===== src/shared/prer_pkg.sv =====
/*
  Constants and types shared by the protocol error reporter.
  Assumes nothing of its surroundings; imported whole by the reporter module.
*/
`default_nettype none

package prer_pkg;

  // ----------------------------------------------------------------------
  // message and record constants
  // ----------------------------------------------------------------------
  localparam logic [7:0] PRER_REPORT_REVISION = 8'h01;
  localparam int PRER_SRC_ID_W = 8;
  localparam int PRER_AGENT_ID_W = 6;
  // log2 of the poison granule in bytes: one 64 byte cache line
  localparam int PRER_GRANULE_LG = 6;
  localparam int PRER_ADDR_W_DEF = 64;

  // ----------------------------------------------------------------------
  // sequencer states, gray along idle -> log -> send
  // ----------------------------------------------------------------------
  typedef enum logic [1:0] {
    PRER_IDLE = 2'b00,
    PRER_LOG = 2'b01,
    PRER_SEND = 2'b11
  } prer_state_e;

  localparam prer_state_e PRER_STATE_RST = PRER_IDLE;

endpackage : prer_pkg

`default_nettype wire


===== src/hw/prer_top.sv =====
/*
  Protocol error reporter: records device protocol errors in the error log,
  queues one report message per unmasked logged error toward the host error agent,
  poisons affected data, flags unsafe links and steers transport faults to
  the standard advanced error reporting path.
  Assumes all inputs come from logic on CLOCK_I, one event per cycle on
  ERR_VALID_I, and a message sink that holds MSG_READY_I under its own rules.
*/
`timescale 1ns/1ps
`default_nettype none

// Functional notes
// - log every produced or consumed protocol error
// - send report to sink agent identifier
// - poison uncorrected data errors when able
// - check-code and decode failures both poison
// - unpoisonable unsafe error sets unsafe flag
// - producer that consumes also obeys consumer duty
// - transport faults go to advanced error path
// - poison confined to one cache line
// - consumer never acts on erroneous data
// - host mask suppresses report messages
// - report revision field carries one
// - keep first error per severity, flag others
module prer_top
  import prer_pkg::*;
#(
  parameter int ADDR_W = PRER_ADDR_W_DEF
) (
  input wire logic CLOCK_I,
  input wire logic RESET_I,
  input wire logic ERR_VALID_I,
  input wire logic ERR_TRANSPORT_I,
  input wire logic ERR_UNCORR_I,
  input wire logic ERR_ECC_I,
  input wire logic ERR_DECODE_I,
  input wire logic ERR_PRODUCED_I,
  input wire logic ERR_CONSUMED_I,
  input wire logic ERR_POISON_ABLE_I,
  input wire logic ERR_UNSAFE_I,
  input wire logic [PRER_SRC_ID_W-1:0] ERR_SRC_ID_I,
  input wire logic [ADDR_W-1:0] ERR_ADDR_I,
  input wire logic REPORT_MASK_I,
  input wire logic [PRER_AGENT_ID_W-1:0] ERROR_SINK_AGENT_ID_I,
  input wire logic LOG_CLEAR_I,
  input wire logic MSG_READY_I,
  output logic LOG_WR_O,
  output logic LOG_VALID_O,
  output logic LOG_UNCORR_O,
  output logic LOG_UNSAFE_O,
  output logic LOG_CONSUMED_O,
  output logic LOG_SEVERAL_O,
  output logic [PRER_SRC_ID_W-1:0] LOG_SRC_ID_O,
  output logic [ADDR_W-1:0] LOG_ADDR_O,
  output logic MSG_VALID_O,
  output logic [PRER_AGENT_ID_W-1:0] MSG_DEST_ID_O,
  output logic [7:0] MSG_REVISION_O,
  output logic MSG_SEVERAL_O,
  output logic MSG_UNCORR_O,
  output logic MSG_UNSAFE_O,
  output logic [PRER_SRC_ID_W-1:0] MSG_SRC_ID_O,
  output logic [ADDR_W-1:0] MSG_ADDR_O,
  output logic POISON_O,
  output logic [ADDR_W-1:0] POISON_ADDR_O,
  output logic DISCARD_O,
  output logic AER_REPORT_O,
  output logic AER_UNCORR_O
);

  // ----------------------------------------------------------------------
  // elaboration checks
  // ----------------------------------------------------------------------
  if (ADDR_W <= PRER_GRANULE_LG) begin : g_bad_addr_w
    $error("ADDR_W must exceed the poison granule width");
  end

  // ----------------------------------------------------------------------
  // state
  // ----------------------------------------------------------------------
  typedef struct packed {
    prer_state_e state;
    logic log_valid;
    logic log_uncorr;
    logic log_unsafe;
    logic log_consumed;
    logic several;
    logic [PRER_SRC_ID_W-1:0] log_src;
    logic [ADDR_W-1:0] log_addr;
    logic masked;
    logic [PRER_AGENT_ID_W-1:0] sink;
    logic log_wr;
    logic msg_valid;
    logic [7:0] msg_rev;
    logic msg_several;
    logic msg_uncorr;
    logic msg_unsafe;
    logic [PRER_SRC_ID_W-1:0] msg_src;
    logic [ADDR_W-1:0] msg_addr;
    logic poison;
    logic [ADDR_W-1:0] poison_addr;
    logic discard;
    logic aer;
    logic aer_uncorr;
  } prer_regs_s;

  prer_regs_s s_q;
  prer_regs_s s_d;

  logic idle_w;
  logic err_real_w;
  logic data_hit_w;
  logic clear_w;
  logic held_w;
  logic accept_w;
  logic unsafe_w;

  assign idle_w = (s_q.state == PRER_IDLE);
  // transport faults never enter the protocol record
  assign err_real_w = ERR_VALID_I && !ERR_TRANSPORT_I;
  assign data_hit_w = ERR_UNCORR_I && (ERR_ECC_I || ERR_DECODE_I);
  // clearing mid-report would tear the message, so a clear outside idle is dropped
  assign clear_w = LOG_CLEAR_I && idle_w;
  assign held_w = s_q.log_valid && !clear_w;
  // an uncorrected error outranks a held corrected one
  assign accept_w = idle_w && err_real_w && (!held_w || (ERR_UNCORR_I && !s_q.log_uncorr));
  assign unsafe_w = data_hit_w && !ERR_POISON_ABLE_I && ERR_UNSAFE_I;

  // ----------------------------------------------------------------------
  // next state
  // ----------------------------------------------------------------------
  always_comb begin
    s_d = s_q;
    s_d.log_wr = 1'b0;
    s_d.poison = 1'b0;
    s_d.discard = 1'b0;
    s_d.aer = 1'b0;

    if (clear_w) begin
      s_d.log_valid = 1'b0;
      s_d.several = 1'b0;
    end
    // held_w is low in a clear cycle, so a same-cycle event is logged, not flagged
    if (err_real_w && held_w) begin
      s_d.several = 1'b1;
    end

    if (ERR_VALID_I && ERR_TRANSPORT_I) begin
      s_d.aer = 1'b1;
      s_d.aer_uncorr = ERR_UNCORR_I;
    end

    if (err_real_w && data_hit_w && ERR_PRODUCED_I && ERR_POISON_ABLE_I) begin
      s_d.poison = 1'b1;
      // only the line holding the fault is marked
      s_d.poison_addr = {ERR_ADDR_I[ADDR_W-1:PRER_GRANULE_LG], {PRER_GRANULE_LG{1'b0}}};
    end

    // a producer that also consumes gets discard, and poison only when the data error is poisonable
    if (err_real_w && ERR_CONSUMED_I && ERR_UNCORR_I) begin
      s_d.discard = 1'b1;
    end

    if (accept_w) begin
      s_d.log_wr = 1'b1;
      s_d.log_valid = 1'b1;
      s_d.log_uncorr = ERR_UNCORR_I;
      s_d.log_unsafe = unsafe_w;
      s_d.log_consumed = ERR_CONSUMED_I;
      s_d.log_src = ERR_SRC_ID_I;
      s_d.log_addr = ERR_ADDR_I;
      s_d.masked = REPORT_MASK_I;
      s_d.sink = ERROR_SINK_AGENT_ID_I;
    end

    unique case (s_q.state)
      PRER_IDLE: begin
        if (accept_w) begin
          s_d.state = PRER_LOG;
        end
      end
      PRER_LOG: begin
        if (s_q.masked) begin
          s_d.state = PRER_IDLE;
        end else begin
          // snapshot the settled log so the message cannot drift
          s_d.msg_valid = 1'b1;
          s_d.msg_rev = PRER_REPORT_REVISION;
          s_d.msg_several = s_q.several;
          s_d.msg_uncorr = s_q.log_uncorr;
          s_d.msg_unsafe = s_q.log_unsafe;
          s_d.msg_src = s_q.log_src;
          s_d.msg_addr = s_q.log_addr;
          s_d.state = PRER_SEND;
        end
      end
      PRER_SEND: begin
        if (MSG_READY_I) begin
          s_d.msg_valid = 1'b0;
          s_d.state = PRER_IDLE;
        end
      end
      default: begin
        s_d.state = PRER_IDLE;
      end
    endcase
  end

  always_ff @(posedge CLOCK_I) begin
    if (RESET_I) begin
      s_q <= '0;
      s_q.state <= PRER_STATE_RST;
    end else begin
      s_q <= s_d;
    end
  end

  // ----------------------------------------------------------------------
  // outputs
  // ----------------------------------------------------------------------
  assign LOG_WR_O = s_q.log_wr;
  assign LOG_VALID_O = s_q.log_valid;
  assign LOG_UNCORR_O = s_q.log_uncorr;
  assign LOG_UNSAFE_O = s_q.log_unsafe;
  assign LOG_CONSUMED_O = s_q.log_consumed;
  assign LOG_SEVERAL_O = s_q.several;
  assign LOG_SRC_ID_O = s_q.log_src;
  assign LOG_ADDR_O = s_q.log_addr;
  assign MSG_VALID_O = s_q.msg_valid;
  assign MSG_DEST_ID_O = s_q.sink;
  assign MSG_REVISION_O = s_q.msg_rev;
  assign MSG_SEVERAL_O = s_q.msg_several;
  assign MSG_UNCORR_O = s_q.msg_uncorr;
  assign MSG_UNSAFE_O = s_q.msg_unsafe;
  assign MSG_SRC_ID_O = s_q.msg_src;
  assign MSG_ADDR_O = s_q.msg_addr;
  assign POISON_O = s_q.poison;
  assign POISON_ADDR_O = s_q.poison_addr;
  assign DISCARD_O = s_q.discard;
  assign AER_REPORT_O = s_q.aer;
  assign AER_UNCORR_O = s_q.aer_uncorr;
endmodule : prer_top

`default_nettype wire


===== config.mk =====
export PLATFORM = sky130hd
export DESIGN_NAME = prer_top
export DESIGN_NICKNAME = d
export VERILOG_FILES = /design/src/shared/prer_pkg.sv /design/src/hw/prer_top.sv
export SDC_FILE = /design/constraint.sdc
export NUM_CORES = 1
export LEC_CHECK = 0
export BUFFER_PORTS_ARGS = -buffer_cell sky130_fd_sc_hd__clkbuf_2
export CORE_MARGIN = 1
export CORE_UTILIZATION = 25
export CTS_CLUSTER_DIAMETER = 40
export DETAILED_ROUTE_END_ITERATION = 12
export GPL_TIMING_DRIVEN = 0
export PLACE_DENSITY_LB_ADDON = 0.2
export SLEW_MARGIN = 20
export SYNTH_ARGS = -nofsm -noshare
export SYNTH_HDL_FRONTEND = slang
export SYNTH_SLANG_ARGS = --single-unit
export TNS_END_PERCENT = 50

===== constraint.sdc =====
create_clock -name CLOCK_I -period 2.64 [get_ports CLOCK_I]
set_clock_uncertainty 0.15 [all_clocks]
set_input_delay 0.528 -clock CLOCK_I [delete_from_list [all_inputs] [get_ports CLOCK_I]]
set_output_delay 0.528 -clock CLOCK_I [all_outputs]
set_load 0.1 [all_outputs]

==> impl_metrics.tcl, run 1 <==
set metrics [dict create \
    core_um2 41200 \
    drt-wirelength-per-cell_um 15.7 \
    drive_gt1_share_pct 42.0 \
    grt_start_max_net_pins 12 \
    hold_violations 0 \
    antenna_found_initial 3 \
    gp_congestion 0.721 \
    final_util_pct 34.8 \
    use_met3_pct 4.74 \
    place.port_buffers 313 \
    vias 8245 \
    rows 74 \
    firstDrtPassIters 4 \
    fill_cells 4378 \
    fin_crit_ps 2260 \
    die_h_um 207 \
    root_buffer "clkbuf_16" \
    cts_resized 0 \
    powerDensity_nw_per_um2 773 \
    synth_ff_type "dfxtp_1" \
    die_area_um2 43000 \
    crit_path_end_kind "output port" \
    slew_headroom_pct 43.1 \
    layout_common_cells "clkbuf_2 (313), buf_4 (229), dfxtp_1 (226), nand2b_1 (221), nand2_1 (156)" \
    grt_pass1_wl_um 49900 \
    cts_inserted_buffers 45 \
    cts_hold_buf 0 \
    nets 1603 \
    peakVddDrop_mv 0.458 \
    synth-seq-area-share_pct 42.9 \
    wl_um 32600 \
    grt_use_met1_pct 19.0 \
    worstPathMaxFanout 3 \
    path_cells "buf_4 -> clkbuf_2" \
    drtAntennaViolNets 0 \
    regArea_um2 4520 \
    multi_input_area_um2 4020 \
    hpwl_um 24200 \
    synth_seq_cells 226 \
    stdcell_area_um2 14300 \
    syn_area_um2 10500 \
    clk_latency_ps 550 \
    layout_commonest_cell "clkbuf_2" \
    route.detailed.drc 0 \
    yosys.area.top_type_share_pct 42.9 \
    crit_buf_inv 2 \
    areaGrowthSynthToFinish_pct 36.1 \
    pin_count 328 \
    syn_inst 1139 \
    slowest_delay_ps 470 \
    async_flop_share_pct 0 \
    cts_max_path_buffers 3 \
    clock_sinks 226 \
    routed_via_density 3.97 \
    grt_overflow 0 \
    yosys_warnings 0 \
    cp_slowest_cell "clkbuf_2" \
    worst_pin_slew_ps 854 \
    path_clk_slew_ps 50 \
    post_cts_buffers 0 \
    cts_tree "yes" \
    synth_area_per_cell_um2 9.25 \
    grt_busiest_layer "met2" \
    grt_pass1_vias 8589 \
    htreeDepth 2 \
    cp-start-kind "flop" \
    die_w_um 207 \
    maxCapViolations 0 \
    ys_types 30 \
    slew_violations 0 \
    hold_path_class "in -> reg" \
    grt_usage_pct 15.1 \
    use_met2_pct 23.9 \
    fmax_ghz 0.442 \
    status "finished clean" \
    yosys.area.top_type "dfxtp_1" \
    placed_cell_area_um2 12800 \
    crit_arrival_ps 1580 \
    initialDrtViolationCount 208 \
    critical_path_class "reg -> out" \
    start_util_pct 25.6 \
    crit_family "buffers and inverters" \
    cellLeakagePower_uw 0.00675 \
    finalSetupViolCount 0 \
    yosys-top-cells-area "dfxtp_1 (43%), buf_4 (16%), mux2i_1 (13%), nand2b_1 (13%), nand2_1 (5.6%)" \
    rsz0062_at_grt "no" \
    min_period_over_period_pct 85.6 \
    worstPathRequired_ps 1960 \
    synth_edf_count 0 \
]
==> worst register-to-register path, delay by kind of cell (launching register included) <==
kind | cells | cell delay [ps]
buf+inv | 2 | 710
simple gates | 2 | 410
flops | 1 | 400
compound gates | 1 | 120
==> routing by layer <==
layer / routed length [µm] / vias to the layer above
met4: 916 / 4
met2: 14600 / 228
met1: 14900 / 3763
li1: - / 4189
met5: 27 / -
met3: 2190 / 61
==> flip-flops by register name, summed over array words and instances (netlist names), 3 cells and up <==
signal	flops
MSG_DEST_ID_O	6
MSG_ADDR_O	64
LOG_SRC_ID_O	8
s_q	3
LOG_ADDR_O	64
POISON_ADDR_O	58
MSG_SRC_ID_O	8
==> logic make-up after synthesis <==
family,count (synthesis),share of synthesized area [%]
flops,226,42.9
other cells,1,0.0356
compound gates,86,4.45
mux,141,13.4
simple gates,395,19.8
buf+inv,290,19.4
==> power by group <==
part           switching [µW]  internal (µW)  total [µW]
logic                    1300            446        1750
registers                80.8           3530        3610
clock network            1960           3770        5730
total                    3350           7750       11100
==> metrics by stage <==
| stage | total power (µW) | instances | setup WS, ps | hold slack [ps] | TNS [ps] |
|---|---|---|---|---|---|
| finish | 11100 | 2078 | 380 | 68.7 | 0 |
| global route | 11500 | 2078 | 362 | 54.6 | 0 |
| CTS | 11300 | 2077 | 374 | 26.9 | 0 |
| detailed placement | 5460 | 1996 | -126 | 297 | -2000 |
| global placement | 5450 | 1996 | -114 | 293 | -1740 |
| floorplan | 5070 | 1151 | 379 | 287 | 0 |
==> cell usage after synthesis, types with 2 or more instances <==
master / count
o21bai_1: 2
buf_6: 6
a21oi_1: 79
clkbuf_1: 35
nand3_1: 2
mux2i_1: 140
buf_4: 229
nand2_1: 156
nor2b_1: 2
nand2b_1: 221
nor2_1: 6
nor3b_1: 2
dfxtp_1: 226
buf_2: 17
==> worst paths after layout <==
kind,start,to,slack (ps),cells past startpoint
hold / removal,ERR_ADDR_I[1],LOG_ADDR_O[1],70,3
hold reg to reg,MSG_ADDR_O[37],MSG_ADDR_O[37],300,2
setup / recovery,LOG_ADDR_O[63],LOG_ADDR_O[63],380,2
setup reg to reg,s_q[237],MSG_ADDR_O[54],770,5
==> cell type report <==
cell class                      instances  share of cell area (%)
Buffer                                289                    14.2
Clock buffer                           54                    8.44
Antenna cell                            1                  0.0174
Clock inverter                         27                    2.18
Multi-Input combinational cell        635                    28.0
Sequential cell                       226                    31.5
Timing Repair Buffer                  313                    10.9
Inverter                                1                  0.0262
Tap cell                              532                    4.64
(Power assumes the default switching activity.)
==> run 2: changes to the inputs <==
Settings changed: CAP_MARGIN from default to 20, CORE_ASPECT_RATIO from default to 1.4.
==> run 2 against run 1 <==
  * Critical endpoint is now LOG_ADDR_O[53]
  * Register-to-register slack barely moved
  * First-iteration DRC count fell by 17%
  * Cell area fell by 1.8%
  * Largest power group unchanged
  * Clock power fell by 16%
==> impl_metrics.tcl, run 2 (synthesis gave the netlist of run 1 again) <==
set metrics [dict create \
    seq_power_share_pct 35.4 \
    hold_path_class "in -> reg" \
    peakVddDrop_mv 0.431 \
    route.detailed.drc 0 \
    root_buffer "clkbuf_16" \
    place.port_buffers 313 \
    placed_cell_area_um2 12800 \
    hpwl_um 25000 \
    layout_common_cells "clkbuf_2 (313), buf_4 (229), dfxtp_1 (226), nand2b_1 (221), nand2_1 (156)" \
    areaGrowthSynthToFinish_pct 33.6 \
    min_period_over_period_pct 81.2 \
    fill_cells 4456 \
    worst_pin_slew_ps 739 \
    slew_headroom_pct 50.7 \
    stdcell_area_um2 14100 \
    rows 88 \
    antenna_found_initial 2 \
    cellLeakagePower_uw 0.00663 \
    critical_path_class "reg -> out" \
    cts_hold_buf 0 \
    p_sw_uw 3160 \
    grt_pass1_vias 8183 \
    p_int_uw 7010 \
    firstDrtPassIters 4 \
    fin_cells 2072 \
    fin_crit_ps 2140 \
    drive_gt1_share_pct 41.6 \
    cts_inserted_buffers 38 \
    cts_max_path_buffers 3 \
    grt_overflow 0 \
    finalSetupTns_ps 0 \
    cts_tree "yes" \
    maxCapViolations 0 \
    initialDrtViolationCount 173 \
    htreeDepth 2 \
    worstPathMaxFanout 3 \
    die_w_um 176 \
    clockPowerShare_pct 47.4 \
    rsz0062_at_grt "no" \
    clock_sinks 226 \
    die_area_um2 43000 \
    wl_um 32200 \
    grt_pass1_wl_um 47300 \
    nets 1596 \
    pwr-share-comb_pct 17.1 \
    swShare_pct 31.1 \
    place_inst 2004 \
    slew_violations 0 \
    finalSetupViolCount 0 \
    drt-wirelength-per-cell_um 15.6 \
    crit_path_end_kind "output port" \
    grt_usage_pct 14.6 \
    clk_latency_ps 520 \
    routed_via_density 3.94 \
    core_um2 41400 \
    die_h_um 245 \
    hold_violations 0 \
    status "finished clean" \
    cts_resized 0 \
    path_clk_slew_ps 50 \
    grt_start_max_net_pins 12 \
    start_util_pct 25.5 \
    vias 8162 \
    fmax_ghz 0.466 \
    fin_hold_ws_ps 104 \
    cp-start-kind "flop" \
    drtAntennaViolNets 0 \
    crit_arrival_ps 1470 \
    layout_commonest_cell "clkbuf_2" \
    pin_count 328 \
    powerDensity_nw_per_um2 723 \
    post_cts_buffers 0 \
    worstPathRequired_ps 1960 \
    gp_congestion 0.759 \
]
-- run 2: final timing paths --
| path | from | to | slack (ps) | cells after the start |
|---|---|---|---|---|
| setup / recovery | LOG_ADDR_O[53] | LOG_ADDR_O[53] | 500 | 2 |
| hold / removal | ERR_ADDR_I[2] | LOG_ADDR_O[2] | 100 | 3 |
| setup reg to reg | s_q[237] | MSG_ADDR_O[21] | 760 | 5 |
| hold reg to reg | MSG_ADDR_O[2] | MSG_ADDR_O[2] | 300 | 2 |
-- run 2: power groups by stage --
| stage | logic, µW | clock network, µW | registers (µW) |
|---|---|---|---|
| 2_1_floorplan | 1350 | 0 | 3720 |
| 3_3_place_gp | 1770 | 0 | 3680 |
| 3_5_place_dp | 1770 | 0 | 3680 |
| 4_1_cts | 1770 | 4970 | 3610 |
| 5_1_grt | 1830 | 5120 | 3620 |
| 6_report | 1740 | 4830 | 3610 |
-- run 2: layout make-up --
type	count	area (µm²)	area share [%]
Sequential cell	226	4520	32.1
Multi-Input combinational cell	635	4020	28.5
Buffer	289	2040	14.5
Timing Repair Buffer	313	1570	11.1
Clock buffer	50	1100	7.79
Tap cell	540	676	4.80
Clock inverter	17	151	1.08
Inverter	1	3.75	0.0267
Antenna cell	1	2.50	0.0178
-- run 2: metal layers --
metal / track usage [%] / share of wire, % / up-vias
li1: - / - / 4155
met1: 15.2 / 38 / 3732
met2: 27.6 / 53 / 212
met3: 3.41 / 5.3 / 61
met4: 6.24 / 3.6 / 2
met5: 0 / 0.040 / -
-- run 2: per-stage QoR --
stage	setup WS, ps	util (%)	total power (µW)
final	496	34.0	10200
after global placement	-141	31.0	5440
after global routing	412	34.0	10600
after CTS	454	34.0	10400
after detailed placement	-45.6	31.0	5450
after floorplan	379	-	5070
-- run 2: critical path, stage by stage, from the launching register on --
cell and delay, ps:
dfxtp_1 370, buf_4 140, clkbuf_2 440
==> run 3: changes to the inputs <==
Settings changed: ABC_AREA from default to 1.
Clock period 2.64 ns to 1.79 ns, I/O delays scaled along.
==> run 3 against run 2 <==
  * Sequential cell count unchanged
  * Non-clock buffer count increased by 114
  * Sequential power increased by 55%
  * Worst setup slack got worse by 460 ps
  * Clock power increased by 58%
  * Cell count increased by 17%
  * Synthesized cell count increased by 23%
  * Sequential share of layout area decreased by 5.3 points
  * Core utilization increased by 7.0 points
  * Cell area increased by 20%
  * Critical endpoint is now MSG_ADDR_O[25]
==> impl_metrics.tcl, run 3 <==
set metrics [dict create \
    crit_path_end_kind "output port" \
    synth_seq_cells 226 \
    drt-wirelength-per-cell_um 15.6 \
    clock_sinks 226 \
    crit_arrival_ps 1240 \
    cts_tree "yes" \
    worstPathMaxFanout 2 \
    htreeDepth 2 \
    slew_headroom_pct 49.5 \
    layout_common_cells "buf_4 (273), a21oi_1 (221), dfxtp_1 (205), inv_1 (165), nand2_1 (150)" \
    drive_gt1_share_pct 37.6 \
    finalSetupViolCount 0 \
    synthTopCellsByCount "buf_4 (242), dfxtp_1 (226), a21oi_1 (221)" \
    min-delay-start "ERROR_SINK_AGENT_ID_I[5]" \
    hpwl_um 27600 \
    yosys.area.top_type "dfxtp_1" \
    slew_violations 0 \
    rsz0062_at_grt "yes" \
    fin_crit_ps 1750 \
    async_flop_share_pct 0 \
    synth_edf_count 0 \
    placed_cell_area_um2 12800 \
    root_buffer "clkbuf_16" \
    clk_latency_ps 540 \
    syn_area_um2 10500 \
    worst_pin_slew_ps 758 \
    areaGrowthSynthToFinish_pct 61.3 \
    p_total_uw 18500 \
    grt_pass1_vias 10100 \
    firstDrtPassIters 4 \
    route.detailed.drc 0 \
    die_h_um 244 \
    die_w_um 175 \
    antenna_found_initial 1 \
    worstPathRequired_ps 1280 \
    powerDensity_nw_per_um2 1090 \
    rows 88 \
    synth_ff_type "dfxtp_1" \
    start_util_pct 25.4 \
    wl_um 37700 \
    cts_max_path_buffers 3 \
    critical_path_class "reg -> out" \
    yosys-top-cells-area "dfxtp_1 (43%), buf_4 (17%), a21oi_1 (11%), nand3_1 (6.9%), inv_1 (5.9%)" \
    ys_types 21 \
    cp-start-kind "flop" \
    grt_pass1_wl_um 57000 \
    gp_congestion 0.791 \
    cellLeakagePower_uw 0.00787 \
    min_period_over_period_pct 97.9 \
    routed_via_density 4.14 \
    synth_area_per_cell_um2 7.50 \
    yosys.area.top_type_share_pct 43.1 \
    crit-reg2reg-launch "s_q[238]" \
    hold_violations 0 \
    status "finished clean" \
    grt_overflow 0 \
    peakVddDrop_mv 0.675 \
    stdcell_area_um2 16900 \
    synth-seq-area-share_pct 43.1 \
    cts_inserted_buffers 41 \
    die_area_um2 42800 \
    grt_usage_pct 17.3 \
    initialDrtViolationCount 330 \
    path_clk_slew_ps 50 \
    pin_count 328 \
    synth.most_common_cell "buf_4" \
    fmax_ghz 0.571 \
    layout_commonest_cell "buf_4" \
    critPathLaunch "MSG_ADDR_O[25]" \
    hold_path_class "in -> reg" \
    core_um2 41300 \
    drtAntennaViolNets 0 \
    syn_inst 1399 \
    yosys_warnings 0 \
    vias 10000 \
    maxCapViolations 0 \
    nets 1945 \
    final_util_pct 41.0 \
    place.port_buffers 313 \
    grt_start_max_net_pins 12 \
]
-- run 3: cell count changes after synthesis, sizes merged, moves of 4 or more --
cell	before	now
nand2b	221	0
inv	1	167
a21oi	79	222
nand3	2	145
mux2i	140	0
nor2	7	90
o21ai	0	76
buf	254	291
clkbuf	35	26
nand2	156	152
-- run 3: path summary, 6_finish.rpt --
kind                                          to  slack, ps  cells after the start
worst max-delay path              MSG_ADDR_O[25]         40                      2
worst min-delay path            MSG_DEST_ID_O[5]         30                      5
worst max register to register     LOG_ADDR_O[9]        130                      8
worst min register to register   MSG_SRC_ID_O[4]        290                      2
-- run 3: stage by stage --
step           setup slack, ps  hold WS, ps  std cells  TNS [ps]
2_1_floorplan              100          273       1411         0
3_3_place_gp              -564          282       2264    -74460
3_5_place_dp              -561          287       2264    -73890
4_1_cts                  -4.40         3.14       2423     -4.40
5_1_grt                  -3.56         19.8       2425     -3.63
6_report                  38.5         28.0       2425         0
-- run 3: repair_timing --
action | CTS | global route
gates resized for setup | 538 | 128
endpoints found under the setup margin | 385 | 222
pin swaps | 0 | 2
hold buffers | 84 | 0
gates cloned | 0 | 0
hold endpoints to repair | 112 | 0
buffers inserted | 1 | 1
-- run 3: logic make-up after synthesis --
logic type / count (synthesis) / share of synthesized area (%)
compound gates: 299 / 14.3
buf+inv: 484 / 26.6
simple gates: 389 / 15.9
flops: 226 / 43.1
other cells: 1 / 0.0357
-- run 3: cell type report --
class / count / area, µm²
flip-flops and latches: 226 / 4550
plain buffers: 317 / 2260
clock buffers: 49 / 1100
fillers: 4207 / 24400
well taps: 540 / 676
repair buffers: 399 / 4240
inverters: 167 / 627
clock inverters: 25 / 259
diodes: 1 / 2.50
multi-input cells: 701 / 3230
-- run 3: power breakdown --
group | leakage (µW) | internal, µW | total, µW | switching [µW]
clock | 0.000650 | 4850 | 7650 | 2800
sequential | 0.00185 | 5380 | 5610 | 230
combinational | 0.00537 | 1700 | 5290 | 3580
total | 0.00787 | 11900 | 18500 | 6610
-- run 3: metal layers --
layer,vias up,routed length (µm),track usage [%]
met3,64,1930,3.47
li1,5132,-,-
met4,0,1090,6.32
met1,4576,14600,18.9
met5,-,0,0
met2,271,20000,32.5
-- run 3: worst max-delay path, cell delays in order (launching register included) --
cell	delay, ps
dfxtp_1	330
buf_4	110
buf_4	280
